--- src/rtl/dpd_map.svh ---
// Offsets, instruction field positions, reset values for the decoder.
// Assumes an 18-bit word whose printed bit n sits at vector index 17-n.
`ifndef DPD_MAP_SVH
`define DPD_MAP_SVH
// Register byte offsets
`define DPD_OFF_CTRL 4'h0
`define DPD_OFF_STAT2 4'h4
`define DPD_OFF_STAT3 4'h8
// Opcodes, bits 0-5 and the 9-bit skip codes, bits 0-8
`define DPD_OP_P1 6'h10
`define DPD_OP_P2 6'h11
`define DPD_OP_P3 6'h12
`define DPD_OP_SKIP 6'h13
`define DPD_SKIP_A 9'h098
`define DPD_SKIP_B 9'h09C
// Parameter one (vector index)
`define DPD_P1_STOP 11
`define DPD_P1_BRT_EN 10
`define DPD_P1_BRT_HI 9
`define DPD_P1_BRT_LO 7
`define DPD_P1_INC_EN 4
`define DPD_P1_INC_HI 3
// Parameter two enable positions; value bit is one below each
`define DPD_P2_ESC_EN 11
`define DPD_P2_FLASH_EN 9
`define DPD_P2_BORDER_EN 7
`define DPD_P2_TURN_EN 5
`define DPD_P2_PEN_EN 3
`define DPD_P2_MINOR_EN 1
// Parameter three
`define DPD_P3_GLOBAL 7
`define DPD_P3_HALT 6
`define DPD_P3_PEN 5
`define DPD_P3_BORDER 4
`define DPD_P3_BUTTON 3
// Control register bits (write one to act)
`define DPD_CTRL_RESUME 0
`define DPD_CTRL_CLR_PEN 1
`define DPD_CTRL_CLR_BORDER 2
`define DPD_CTRL_CLR_BUTTON 3
// Reset values and bus response codes
`define DPD_RST_BRT 3'h7
`define DPD_RST_INC 4'h1
`define DPD_RESP_OKAY 2'h0
`define DPD_RESP_SLVERR 2'h2
`endif

--- src/rtl/dpd_pkg.sv ---
// Types for the display parameter decoder.
// Assumes the map header supplies all numeric constants.
package dpd_pkg;
   typedef struct packed {
      logic awready; logic wready; logic aw_got; logic w_got;
      logic [3:0] waddr; logic [31:0] wdata; logic [3:0] wstrb;
      logic bvalid; logic [1:0] bresp; logic arready; logic rvalid;
      logic [31:0] rdata; logic [1:0] rresp;
      logic [2:0] brightness; logic [3:0] increment;
      logic esc_cr; logic flash; logic border_det; logic turn;
      logic pen_det; logic minor_area; logic [1:0] line_type;
      logic irq_global; logic irq_halt; logic irq_pen;
      logic irq_border; logic irq_button;
      logic stop_flag; logic pen_flag; logic border_flag;
      logic button_flag; logic halt; logic irq_req; logic instr_ready;
      logic skip_a; logic skip_b; logic [1:0] pen_sync;
      logic [1:0] btn_sync;
   } dpd_state_t;
endpackage

--- src/rtl/dpd_decoder.sv ---
// Parameter instruction decoder with AXI4-Lite status and control.
// Assumes fetch, datapath and border detect share aclk; the pen and
// pushbutton inputs are asynchronous pins.
//
// The AXI4-Lite interface to the registers and the register offsets were left to the implementer.
`timescale 1ns/1ps
`include "dpd_map.svh"
module dpd_decoder #(
   parameter int INSTR_W = 18
) (
   input wire logic aclk, // 50 MHz clock
   input wire logic aresetn, // Synchronous reset, low
   input wire logic ce, // Clock enable, freezes all
   input wire logic [INSTR_W-1:0] instr_word, // Fetched word
   input wire logic instr_valid, // Word offered
   input wire logic border_exceed, // Datapath edge event
   input wire logic pen_hit_pin, // Light pen pin, async
   input wire logic button_pin, // Pushbutton pin, async
   input wire logic [3:0] s_axi_awaddr, // Write address
   input wire logic [2:0] s_axi_awprot, // Unused protection
   input wire logic s_axi_awvalid, // Write address valid
   output logic s_axi_awready, // Write address ready
   input wire logic [31:0] s_axi_wdata, // Write data
   input wire logic [3:0] s_axi_wstrb, // Byte enables
   input wire logic s_axi_wvalid, // Write data valid
   output logic s_axi_wready, // Write data ready
   output logic [1:0] s_axi_bresp, // Write response
   output logic s_axi_bvalid, // Write response valid
   input wire logic s_axi_bready, // Write response ready
   input wire logic [3:0] s_axi_araddr, // Read address
   input wire logic [2:0] s_axi_arprot, // Unused protection
   input wire logic s_axi_arvalid, // Read address valid
   output logic s_axi_arready, // Read address ready
   output logic [31:0] s_axi_rdata, // Read data
   output logic [1:0] s_axi_rresp, // Read response
   output logic s_axi_rvalid, // Read data valid
   input wire logic s_axi_rready, // Read data ready
   output logic instr_ready, // Decoder takes words
   output logic halt, // Display file halted
   output logic stop_flag, // Stop skip condition
   output logic pen_flag, // Pen hit skip condition
   output logic border_flag, // Edge skip condition
   output logic button_flag, // Pushbutton skip condition
   output logic prog_irq_req, // Program interrupt request
   output logic skip_a_pulse, // Skip code 230 seen
   output logic skip_b_pulse, // Skip code 234 seen
   output logic [2:0] brightness, // 0 dark .. 7 bright
   output logic [3:0] increment, // Scale or plot step
   output logic esc_cr, // CR also ends strings
   output logic flash, // Blink later elements
   output logic border_detect, // Edge detect on
   output logic turn, // Rotate 90 degrees
   output logic pen_detect, // Light pen detect on
   output logic minor_area, // Offset area selected
   output logic [1:0] line_type // Dash pattern select
);

   // Refuse widths the field map cannot serve
   if (INSTR_W != 18) begin : g_bad_width
      $error("dpd_decoder: INSTR_W must be 18");
   end

   dpd_pkg::dpd_state_t s_r;
   dpd_pkg::dpd_state_t s_nxt;

   logic [5:0] opcode;
   logic [8:0] skip_code;
   logic take;
   logic do_write;
   logic ctrl_hit;
   logic [3:0] clr;
   logic pen_evt;
   logic btn_evt;
   logic [31:0] stat2;
   logic [31:0] stat3;

   // Opcode fields; printed bit 0 is the top of the word
   assign opcode = instr_word[17:12];
   assign skip_code = instr_word[17:9];
   assign take = instr_valid && s_r.instr_ready;

   // Write happens once address and data are both held
   assign do_write = s_r.aw_got && s_r.w_got && !s_r.bvalid;
   assign ctrl_hit = do_write && (s_r.waddr == `DPD_OFF_CTRL) &&
                     s_r.wstrb[0];
   assign clr = ctrl_hit ? s_r.wdata[3:0] : 4'h0;

   // Events from synchronised pins
   assign pen_evt = s_r.pen_sync[1];
   assign btn_evt = s_r.btn_sync[1];

   // Status word two: drawing parameters
   // brightness read-back
   assign stat2 = {17'h0, s_r.line_type, s_r.minor_area, s_r.pen_det,
                   s_r.border_det, s_r.esc_cr, s_r.turn, s_r.flash,
                   s_r.increment, s_r.brightness};

   // Status word three: flags and interrupt enables
   // stop flag read-back
   assign stat3 = {22'h0, s_r.irq_req, s_r.irq_button, s_r.irq_border,
                   s_r.irq_pen, s_r.irq_halt, s_r.irq_global,
                   s_r.button_flag, s_r.border_flag, s_r.pen_flag,
                   s_r.stop_flag};

   // Next-state logic for bus, decoder and flags
   always_comb begin
      s_nxt = s_r;
      s_nxt.skip_a = 1'b0;
      s_nxt.skip_b = 1'b0;
      s_nxt.pen_sync = {s_r.pen_sync[0], pen_hit_pin};
      s_nxt.btn_sync = {s_r.btn_sync[0], button_pin};

      // Write address and data captured in either order
      if (s_axi_awvalid && s_r.awready) begin
         s_nxt.aw_got = 1'b1;
         s_nxt.waddr = {s_axi_awaddr[3:2], 2'b00};
      end
      if (s_axi_wvalid && s_r.wready) begin
         s_nxt.w_got = 1'b1;
         s_nxt.wdata = s_axi_wdata;
         s_nxt.wstrb = s_axi_wstrb;
      end
      if (do_write) begin
         s_nxt.aw_got = 1'b0;
         s_nxt.w_got = 1'b0;
         s_nxt.bvalid = 1'b1;
         case (s_r.waddr)
            `DPD_OFF_CTRL, `DPD_OFF_STAT2, `DPD_OFF_STAT3: begin
               s_nxt.bresp = `DPD_RESP_OKAY;
            end
            default: begin
               s_nxt.bresp = `DPD_RESP_SLVERR;
            end
         endcase
      end
      if (s_r.bvalid && s_axi_bready) begin
         s_nxt.bvalid = 1'b0;
      end
      s_nxt.awready = !s_nxt.aw_got && !s_nxt.bvalid;
      s_nxt.wready = !s_nxt.w_got && !s_nxt.bvalid;

      // Read address taken, data answered next cycle
      if (s_axi_arvalid && s_r.arready) begin
         s_nxt.rvalid = 1'b1;
         s_nxt.rresp = `DPD_RESP_OKAY;
         case ({s_axi_araddr[3:2], 2'b00})
            `DPD_OFF_CTRL: begin
               s_nxt.rdata = 32'h0000_0000;
            end
            `DPD_OFF_STAT2: begin
               s_nxt.rdata = stat2;
            end
            `DPD_OFF_STAT3: begin
               s_nxt.rdata = stat3;
            end
            default: begin
               s_nxt.rdata = 32'h0000_0000;
               s_nxt.rresp = `DPD_RESP_SLVERR;
            end
         endcase
      end
      if (s_r.rvalid && s_axi_rready) begin
         s_nxt.rvalid = 1'b0;
      end
      s_nxt.arready = !s_nxt.rvalid;

      // Software clears flags; a same-cycle event wins
      if (clr[`DPD_CTRL_RESUME]) begin
         s_nxt.stop_flag = 1'b0;
      end
      if (clr[`DPD_CTRL_CLR_PEN]) begin
         s_nxt.pen_flag = 1'b0;
      end
      if (clr[`DPD_CTRL_CLR_BORDER]) begin
         s_nxt.border_flag = 1'b0;
      end
      if (clr[`DPD_CTRL_CLR_BUTTON]) begin
         s_nxt.button_flag = 1'b0;
      end
      if (pen_evt && s_r.pen_det) begin
         s_nxt.pen_flag = 1'b1;
      end
      if (border_exceed && s_r.border_det) begin
         s_nxt.border_flag = 1'b1;
      end
      if (btn_evt) begin
         s_nxt.button_flag = 1'b1;
      end

      if (take) begin
         case (opcode)
            `DPD_OP_P1: begin
               if (instr_word[`DPD_P1_STOP]) begin
                  s_nxt.stop_flag = 1'b1;
               end
               if (instr_word[`DPD_P1_BRT_EN]) begin
                  s_nxt.brightness =
                     instr_word[`DPD_P1_BRT_HI:`DPD_P1_BRT_LO];
               end
               if (instr_word[`DPD_P1_INC_EN]) begin
                  s_nxt.increment = instr_word[`DPD_P1_INC_HI:0];
               end
            end
            `DPD_OP_P2: begin
               if (instr_word[`DPD_P2_ESC_EN]) begin
                  s_nxt.esc_cr = instr_word[`DPD_P2_ESC_EN-1];
               end
               if (instr_word[`DPD_P2_FLASH_EN]) begin
                  s_nxt.flash = instr_word[`DPD_P2_FLASH_EN-1];
               end
               if (instr_word[`DPD_P2_BORDER_EN]) begin
                  s_nxt.border_det = instr_word[`DPD_P2_BORDER_EN-1];
               end
               if (instr_word[`DPD_P2_TURN_EN]) begin
                  s_nxt.turn = instr_word[`DPD_P2_TURN_EN-1];
               end
               if (instr_word[`DPD_P2_PEN_EN]) begin
                  s_nxt.pen_det = instr_word[`DPD_P2_PEN_EN-1];
               end
               if (instr_word[`DPD_P2_MINOR_EN]) begin
                  s_nxt.minor_area = instr_word[`DPD_P2_MINOR_EN-1];
               end
            end
            `DPD_OP_P3: begin
               s_nxt.irq_global = instr_word[`DPD_P3_GLOBAL];
               s_nxt.irq_halt = instr_word[`DPD_P3_HALT];
               s_nxt.irq_pen = instr_word[`DPD_P3_PEN];
               s_nxt.irq_border = instr_word[`DPD_P3_BORDER];
               s_nxt.irq_button = instr_word[`DPD_P3_BUTTON];
               s_nxt.line_type = instr_word[1:0];
            end
            `DPD_OP_SKIP: begin
               s_nxt.skip_a = (skip_code == `DPD_SKIP_A);
               s_nxt.skip_b = (skip_code == `DPD_SKIP_B);
            end
            default: begin
               s_nxt.skip_a = 1'b0;
            end
         endcase
      end

      // Stop, pen and edge flags halt the display file
      // halt from stop
      s_nxt.halt = s_nxt.stop_flag || s_nxt.pen_flag ||
                   s_nxt.border_flag;
      s_nxt.instr_ready = !s_nxt.halt;

      s_nxt.irq_req = s_nxt.irq_global &&
                      ((s_nxt.stop_flag && s_nxt.irq_halt) ||
                       (s_nxt.pen_flag && s_nxt.irq_pen) ||
                       (s_nxt.border_flag && s_nxt.irq_border) ||
                       (s_nxt.button_flag && s_nxt.irq_button));
   end

   // State register with clock enable and synchronous reset
   always_ff @(posedge aclk) begin
      if (!aresetn) begin
         s_r <= '0;
         s_r.brightness <= `DPD_RST_BRT;
         s_r.increment <= `DPD_RST_INC;
         s_r.instr_ready <= 1'b1;
      end else if (ce) begin
         s_r <= s_nxt;
      end
   end

   // Bus outputs straight from the state register
   assign s_axi_awready = s_r.awready;
   assign s_axi_wready = s_r.wready;
   assign s_axi_bvalid = s_r.bvalid;
   assign s_axi_bresp = s_r.bresp;
   assign s_axi_arready = s_r.arready;
   assign s_axi_rvalid = s_r.rvalid;
   assign s_axi_rdata = s_r.rdata;
   assign s_axi_rresp = s_r.rresp;

   // Control and skip outputs
   // stop flag as skip condition
   assign instr_ready = s_r.instr_ready;
   assign halt = s_r.halt;
   assign stop_flag = s_r.stop_flag;
   assign pen_flag = s_r.pen_flag;
   assign border_flag = s_r.border_flag;
   assign button_flag = s_r.button_flag;
   assign prog_irq_req = s_r.irq_req;
   assign skip_a_pulse = s_r.skip_a;
   assign skip_b_pulse = s_r.skip_b;

   // Stored parameters held steady for the drawing datapath
   // parameters read during drawing
   assign brightness = s_r.brightness;
   assign increment = s_r.increment;
   assign esc_cr = s_r.esc_cr;
   assign flash = s_r.flash;
   assign border_detect = s_r.border_det;
   assign turn = s_r.turn;
   assign pen_detect = s_r.pen_det;
   assign minor_area = s_r.minor_area;
   assign line_type = s_r.line_type;

endmodule

--- config.mk ---
export PLATFORM = sky130hd
export DESIGN_NAME = dpd_decoder
export DESIGN_NICKNAME = d
export VERILOG_FILES = /design/src/rtl/dpd_pkg.sv /design/src/rtl/dpd_decoder.sv
export VERILOG_INCLUDE_DIRS = /design/src /design/src/rtl
export SDC_FILE = /design/constraint.sdc
export NUM_CORES = 1
export LEC_CHECK = 0
export BUFFER_PORTS_ARGS = -buffer_cell sky130_fd_sc_hd__buf_4
export CAP_MARGIN = 20
export CORE_MARGIN = 8
export CORE_UTILIZATION = 30
export DETAILED_ROUTE_END_ITERATION = 10
export GPL_TIMING_DRIVEN = 0
export PLACE_DENSITY = 0.52
export SLEW_MARGIN = 5
export SYNTH_ARGS = -nofsm -noshare
export SYNTH_HDL_FRONTEND = slang
export SYNTH_SLANG_ARGS = --single-unit
export TNS_END_PERCENT = 30
--- constraint.sdc ---
create_clock -name aclk -period 2.9 [get_ports aclk]
set_input_delay 0.58 -clock aclk [delete_from_list [all_inputs] [get_ports aclk]]
set_output_delay 0.58 -clock aclk [all_outputs]
set_load 0.02 [all_outputs]
==> metrics.yaml, run 1 <==
place:
  place_congestion: 0.801
  dpl.cell_count: 572
  dpl_worst_slack_ns: 0.174
  dp_hpwl_um: 7170
  io_buffers: 83
worst_setup_path:
  r2r_slack_ns: 0.51
  crit_chain: "nand3_1 -> nor3b_1 -> buf_2 -> a222oi_1 -> nor2b_1"
  crit_type: "reg2reg"
  critPathLaunchType: "flop"
  required_ns: 3.18
  crit_arrival_ns: 2.67
  cp_slowest_stage_delay_ns: 0.87
  cp-end-kind: "flop"
  slowest_stage: "nor3b_1"
  path_max_fanout: 10
final_layout:
  regArea_mm2: 0.00128
  num-nets-final: 530
  syn2layout_area_growth_pct: 34.2
  n_antenna_cell: 0
  multiInputGateArea_mm2: 0.00145
  utilization_pct: 40.8
  nFillCells: 1087
  final_cells: 588
  mostFrequentLayoutCells: "buf_4 (129), dfxtp_1 (64), nor2b_1 (39), nand2_1 (34), mux2i_1 (26)"
  drive_above_1_share_pct: 32.7
  mostFrequentLayoutCell: "buf_4"
cts:
  cts.sinks: 64
  clk_path_buf_depth: 2
  h-tree-depth: 3
  cts_tree: "yes"
  cts_inserted_buffers: 9
  clk_pin_slew_ns: 0.07
  clock_latency_ns: 0.34
  cts_resized: 0
  hold_buffers: 0
  post_cts_buffers: 0
  root_buffer: "clkbuf_8"
drt:
  dr.pass1.iters: 4
  routed_wl_um: 9270
  route.detailed.drc: 0
  vias: 2647
  antenna_left: 0
  dr_wl_met2_um: 4270
  wl_per_cell_um: 15.8
  wl_met1_um: 4110
  maxUsedRoutingLayer: "met4"
  met3_length_um: 788
  routed_via_density: 4.50
  initialDrtViolationCount: 219
sta:
  tightest_slew_ns: 0.887
  fin_crit_ns: 2.39
  period_share_pct: 82.5
  rsz0062_at_grt: "false"
  setup_viol: 0
  finalHoldViolCount: 0
  slew_viol_final: 0
  tns_ns: 0
  fmax_mhz: 418
  skew_ns: 0.00835
  max_slew_margin_pct: 40.7
  timing.final.ws_setup_ns: 0.508
yosys:
  avgSynthCellArea_um2: 9.24
  ys_ff_latch: 64
  ys_types: 42
  syn_inst: 335
  seq_area_frac_synth_pct: 41.4
  ys_warn_count: 0
  synth_area_mm2: 0.00310
global_routing:
  grt_pass1_wl_um: 14800
  grt_pass1_vias: 2800
  grt_start_max_net_pins: 12
  grt_remaining_overflow: 0
  antenna_found_initial: 0
  track_usage_pct: 13.4
power_and_ir_drop:
  irDropWorstVdd_uv: 282
  power_density_mw_per_mm2: 459
  leakage_nw: 1.90
die:
  start_util_pct: 30.4
  core_mm2: 0.0102
  io_pins: 145
  chipHeight_um: 118
  dieArea_mm2: 0.0138
  row_count: 37
  die_w_um: 118
worst_hold_path:
  worstHoldPathType: "in2reg"
status:
  status: "completed"
flow_run:
  max_cap_violations: 0
flip-flops by register name, indices dropped and copies added, names as in the netlist, 2 cells and up:
register,cells
brightness,3
s_nxt,2
line_type,2
s_r,14
increment,4
s_axi_rdata,15
metal layers:
metal | vias to the layer above | global-route usage (%)
li1 | 1329 | -
met5 | - | 0
met3 | 11 | 5.47
met4 | 0 | 3.76
met1 | 1213 | 15.9
met2 | 94 | 22.0
cell families (layout without fill, tap and decap cells):
kind of cell               after synthesis  count (layout)  synth area share [%]
AOI/OAI and AO/OA                       53              53                  13.3
adders and majority gates                3               3                  1.21
buffers and inverters                   69             168                  14.0
DFF                                     64              64                  41.4
muxes                                   27              27                  8.77
other                                    1              19                 0.121
and+or+nand+nor                        118             118                  21.2
final timing paths:
kind / from / end / cells past startpoint
min: instr_word[8] / brightness[1]$_SDFFE_PN1P_ / 3
max: s_axi_arready$_SDFFE_PN0P_ / s_axi_rdata[8]$_SDFFE_PN0P_ / 5
max reg2reg: s_axi_arready$_SDFFE_PN0P_ / s_axi_rdata[8]$_SDFFE_PN0P_ / 5
min reg2reg: esc_cr$_SDFFE_PN0P_ / esc_cr$_SDFFE_PN0P_ / 2
synthesized netlist by cell type:
master	count	share of area [%]
o21ai_0	4	0.65
a32o_1	2	0.65
or3_1	1	0.20
nand3_1	18	2.9
o211a_1	3	0.97
nand3b_1	1	0.24
nor4_4	1	0.69
a21boi_1	4	0.97
mux2i_1	26	8.4
a21boi_0	7	1.7
dfxtp_1	64	41
o31ai_1	4	0.97
nor3b_1	3	0.73
a21oi_1	6	0.97
buf_1	2	0.24
nand2b_1	1	0.20
mux2_1	1	0.36
o32ai_1	1	0.28
a21o_1	1	0.24
a2111oi_0	1	0.28
nor4b_1	1	0.28
a22oi_1	8	1.9
buf_2	1	0.16
clkbuf_1	9	1.1
a211oi_1	2	0.48
ha_1	3	1.2
nand4_1	3	0.61
nor2b_1	39	7.9
nor2_1	7	0.85
or4b_1	1	0.32
inv_1	11	1.3
a222oi_1	10	3.2
nand2_1	34	4.1
nor3b_2	1	0.40
nor2_4	1	0.36
and4b_1	1	0.32
nor3_1	2	0.32
buf_4	46	11
or3b_1	1	0.28
conb_1	1	0.12
nand4b_1	1	0.28
and2_1	1	0.20
power by group:
part,switching (mW),total [mW],internal [mW]
logic,0.123,0.227,0.104
clock network,0.349,0.768,0.419
registers,0.0165,0.912,0.896
total,0.489,1.91,1.42
stage by stage:
stage                     total power, mW  hold slack (ns)  instance area [um2]
after detailed placement             1.16            0.464                 3960
after floorplan                      1.06            0.441                 3160
after global placement               1.16            0.459                 3960
after CTS                            1.93            0.442                 4160
after global routing                 2.00            0.460                 4160
final                                1.91            0.452                 4160
area by class of cell:
class | instances | area share [%]
Buffer | 58 | 9.42
Clock buffer | 11 | 3.40
Clock inverter | 5 | 1.36
Inverter | 11 | 0.994
Multi-Input combinational cell | 220 | 34.9
Sequential cell | 64 | 30.8
Tap cell | 136 | 4.10
Timing Repair Buffer | 83 | 15.0
critical path, delay by kind of cell, from the launching register on:
family,cells,cell delay (ns)
buf+inv,1,0.40
flops,1,0.38
compound gates,1,0.10
simple gates,3,1.43
(Power assumes the default switching activity.)
==> inputs of run 2 (changes only) <==
==> constraint.sdc (replaced) <==
create_clock -name aclk -period 2.4 [get_ports aclk]
set_input_delay 0.48 -clock aclk [delete_from_list [all_inputs] [get_ports aclk]]
set_output_delay 0.48 -clock aclk [all_outputs]
set_load 0.02 [all_outputs]
==> run 2 against run 1 <==
  * Cell count stayed put
  * Worst setup slack worse by 0.36 ns
  * Non-clock buffer count stayed put
  * Power is 21% higher
  * Clock skew is 0.00088 ns lower
  * Count of clock-buffer cells in the layout stayed put
  * Fmax is 6.2% higher
  * Critical path depth is 1 higher
  * Register-to-register slack worse by 0.36 ns
==> metrics.yaml, run 2 (synthesis results as in run 1) <==
status:
  status: "completed"
place:
  dpl_worst_slack_ns: -0.226  # -0.400 ns
  io_buffers: 83  # unchanged
  dpl.cell_count: 572  # unchanged
  place_congestion: 0.801  # unchanged
  post_dp_cell_area_mm2: 0.00396  # unchanged
  dp_hpwl_um: 7170  # unchanged
worst_setup_path:
  r2r_cells: 6  # +1
  critPathLaunchType: "flop"
  crit_chain: "or4b_1 -> buf_4 -> nor2_4 -> mux2_1 -> a2111oi_2 -> o31ai_1"
  cp-end-kind: "flop"
  crit_arrival_ns: 2.48  # -0.19 ns
  cp_slowest_stage_delay_ns: 0.48  # -0.39 ns
  crit_type: "reg2reg"
  path_max_fanout: 7  # -3
  slowest_stage: "or4b_1"
  required_ns: 2.63  # -0.55 ns
cts:
  clock_latency_ns: 0.34  # about the same
  clk_path_buf_depth: 2  # unchanged
  h-tree-depth: 3  # unchanged
  root_buffer: "clkbuf_8"
  cts_tree: "yes"
  cts_inserted_buffers: 9  # unchanged
  cts.sinks: 64  # unchanged
  clk_pin_slew_ns: 0.07  # about the same
final_layout:
  nFillCells: 1087  # unchanged
  num-nets-final: 530  # unchanged
  largest_reg_flops: 15  # unchanged
  regArea_mm2: 0.00128  # unchanged
  multiInputGateArea_mm2: 0.00146  # +0.78%
  mostFrequentLayoutCells: "buf_4 (129), dfxtp_1 (64), nor2b_1 (39), nand2_1 (34), mux2i_1 (26)"
  syn2layout_area_growth_pct: 34.5
  final_cells: 588  # unchanged
  n_antenna_cell: 0  # unchanged
  design_area_mm2: 0.00417  # +0.27%
  mostFrequentLayoutCell: "buf_4"
  drive_above_1_share_pct: 33.2  # +0.44 points
power_and_ir_drop:
  irDropWorstVdd_uv: 341  # +21%
  design_power_total_mw: 2.30  # +21%
  power_density_mw_per_mm2: 553  # +21%
  leakage_nw: 1.90  # +0.13%
drt:
  route.detailed.drc: 0  # unchanged
  wl_per_cell_um: 15.8  # +0.11%
  vias: 2654  # +0.26%
  antenna_left: 0  # unchanged
  routed_wl_um: 9280  # +0.11%
  initialDrtViolationCount: 209  # -4.6%
  routed_via_density: 4.51  # +0.26%
  dr.pass1.iters: 5  # +1
global_routing:
  antenna_found_initial: 0  # unchanged
  grt_pass1_wl_um: 14800  # about the same
  grt_start_max_net_pins: 12  # unchanged
  grt_pass1_vias: 2800  # unchanged
  track_usage_pct: 13.4  # about the same
  grt_remaining_overflow: 0  # unchanged
sta:
  rsz0062_at_grt: "false"
  finalHoldViolCount: 0  # unchanged
  fin_crit_ns: 2.25  # -0.140 ns
  fmax_mhz: 444  # +6.2%
  setup_viol: 0  # unchanged
  max_slew_margin_pct: 48.4  # +7.6 points
  skew_ns: 0.00746  # -0.000885 ns
  timing.final.ws_setup_ns: 0.148  # -0.360 ns
  slew_viol_final: 0  # unchanged
  tightest_slew_ns: 0.771  # -0.116 ns
  period_share_pct: 93.8  # +11 points
die:
  dieArea_mm2: 0.0138  # unchanged
  core_mm2: 0.0102  # unchanged
  die_w_um: 118  # unchanged
  row_count: 37  # unchanged
  start_util_pct: 30.4  # unchanged
  chipHeight_um: 118  # unchanged
  io_pins: 145  # unchanged
worst_hold_path:
  hold_depth: 3  # unchanged
  worstHoldPathType: "in2reg"
flow_run:
  max_cap_violations: 0  # unchanged
==> run 2: power breakdown <==
group / switching (mW) / internal, mW
Sequential: 0.0203 / 1.08
Clock: 0.419 / 0.506
Combinational: 0.151 / 0.125
==> run 2: layout make-up <==
cell class,instances,share of cell area (%)
plain buffers,58,9.40
clock buffers,11,3.39
clock inverters,5,1.35
inverters,11,0.991
multi-input cells,220,35.1
flip-flops and latches,64,30.8
well taps,136,4.08
repair buffers,83,15.0
==> run 2: worst paths after layout <==
check	from	to	slack, ns
worst max-delay path	instr_ready$_SDFFE_PN1P_	prog_irq_req$_SDFFE_PN0P_	0.15
worst min register to register	esc_cr$_SDFFE_PN0P_	esc_cr$_SDFFE_PN0P_	0.47
worst min-delay path	instr_word[8]	brightness[1]$_SDFFE_PN1P_	0.36
worst max register to register	instr_ready$_SDFFE_PN1P_	prog_irq_req$_SDFFE_PN0P_	0.15
==> run 2: repair_timing <==
action / CTS / global route
cloned: 0 / 0
setup endpoints to repair: 6 / 1
resized for setup: 1 / 2
pin swaps: 0 / 0
hold buffers: 0 / 0
setup buffers: 0 / 0
==> run 2: per-layer routing <==
| layer | wire length (um) | GRT usage, % |
|---|---|---|
| met5 | 0 | 0 |
| met4 | 136 | 3.76 |
| met3 | 666 | 5.47 |
| met2 | 4270 | 22.0 |
| met1 | 4200 | 15.9 |
==> run 2: per-stage QoR <==
| step | TNS, ns | utilization, % | hold slack (ns) |
|---|---|---|---|
| floorplan | 0 | - | 0.441 |
| global route | 0 | 40.9 | 0.360 |
| finish | 0 | 40.9 | 0.356 |
| CTS | 0 | 40.8 | 0.342 |
| detailed placement | -2.24 | 38.9 | 0.464 |
| global placement | -2.22 | 38.9 | 0.459 |
==> run 2: critical path: cells and delay by family, from the launching register on <==
kind,cells,cell delay (ns)
compound gates,2,0.49
buf+inv,1,0.19
simple gates,2,0.68
flops,1,0.38
mux,1,0.38
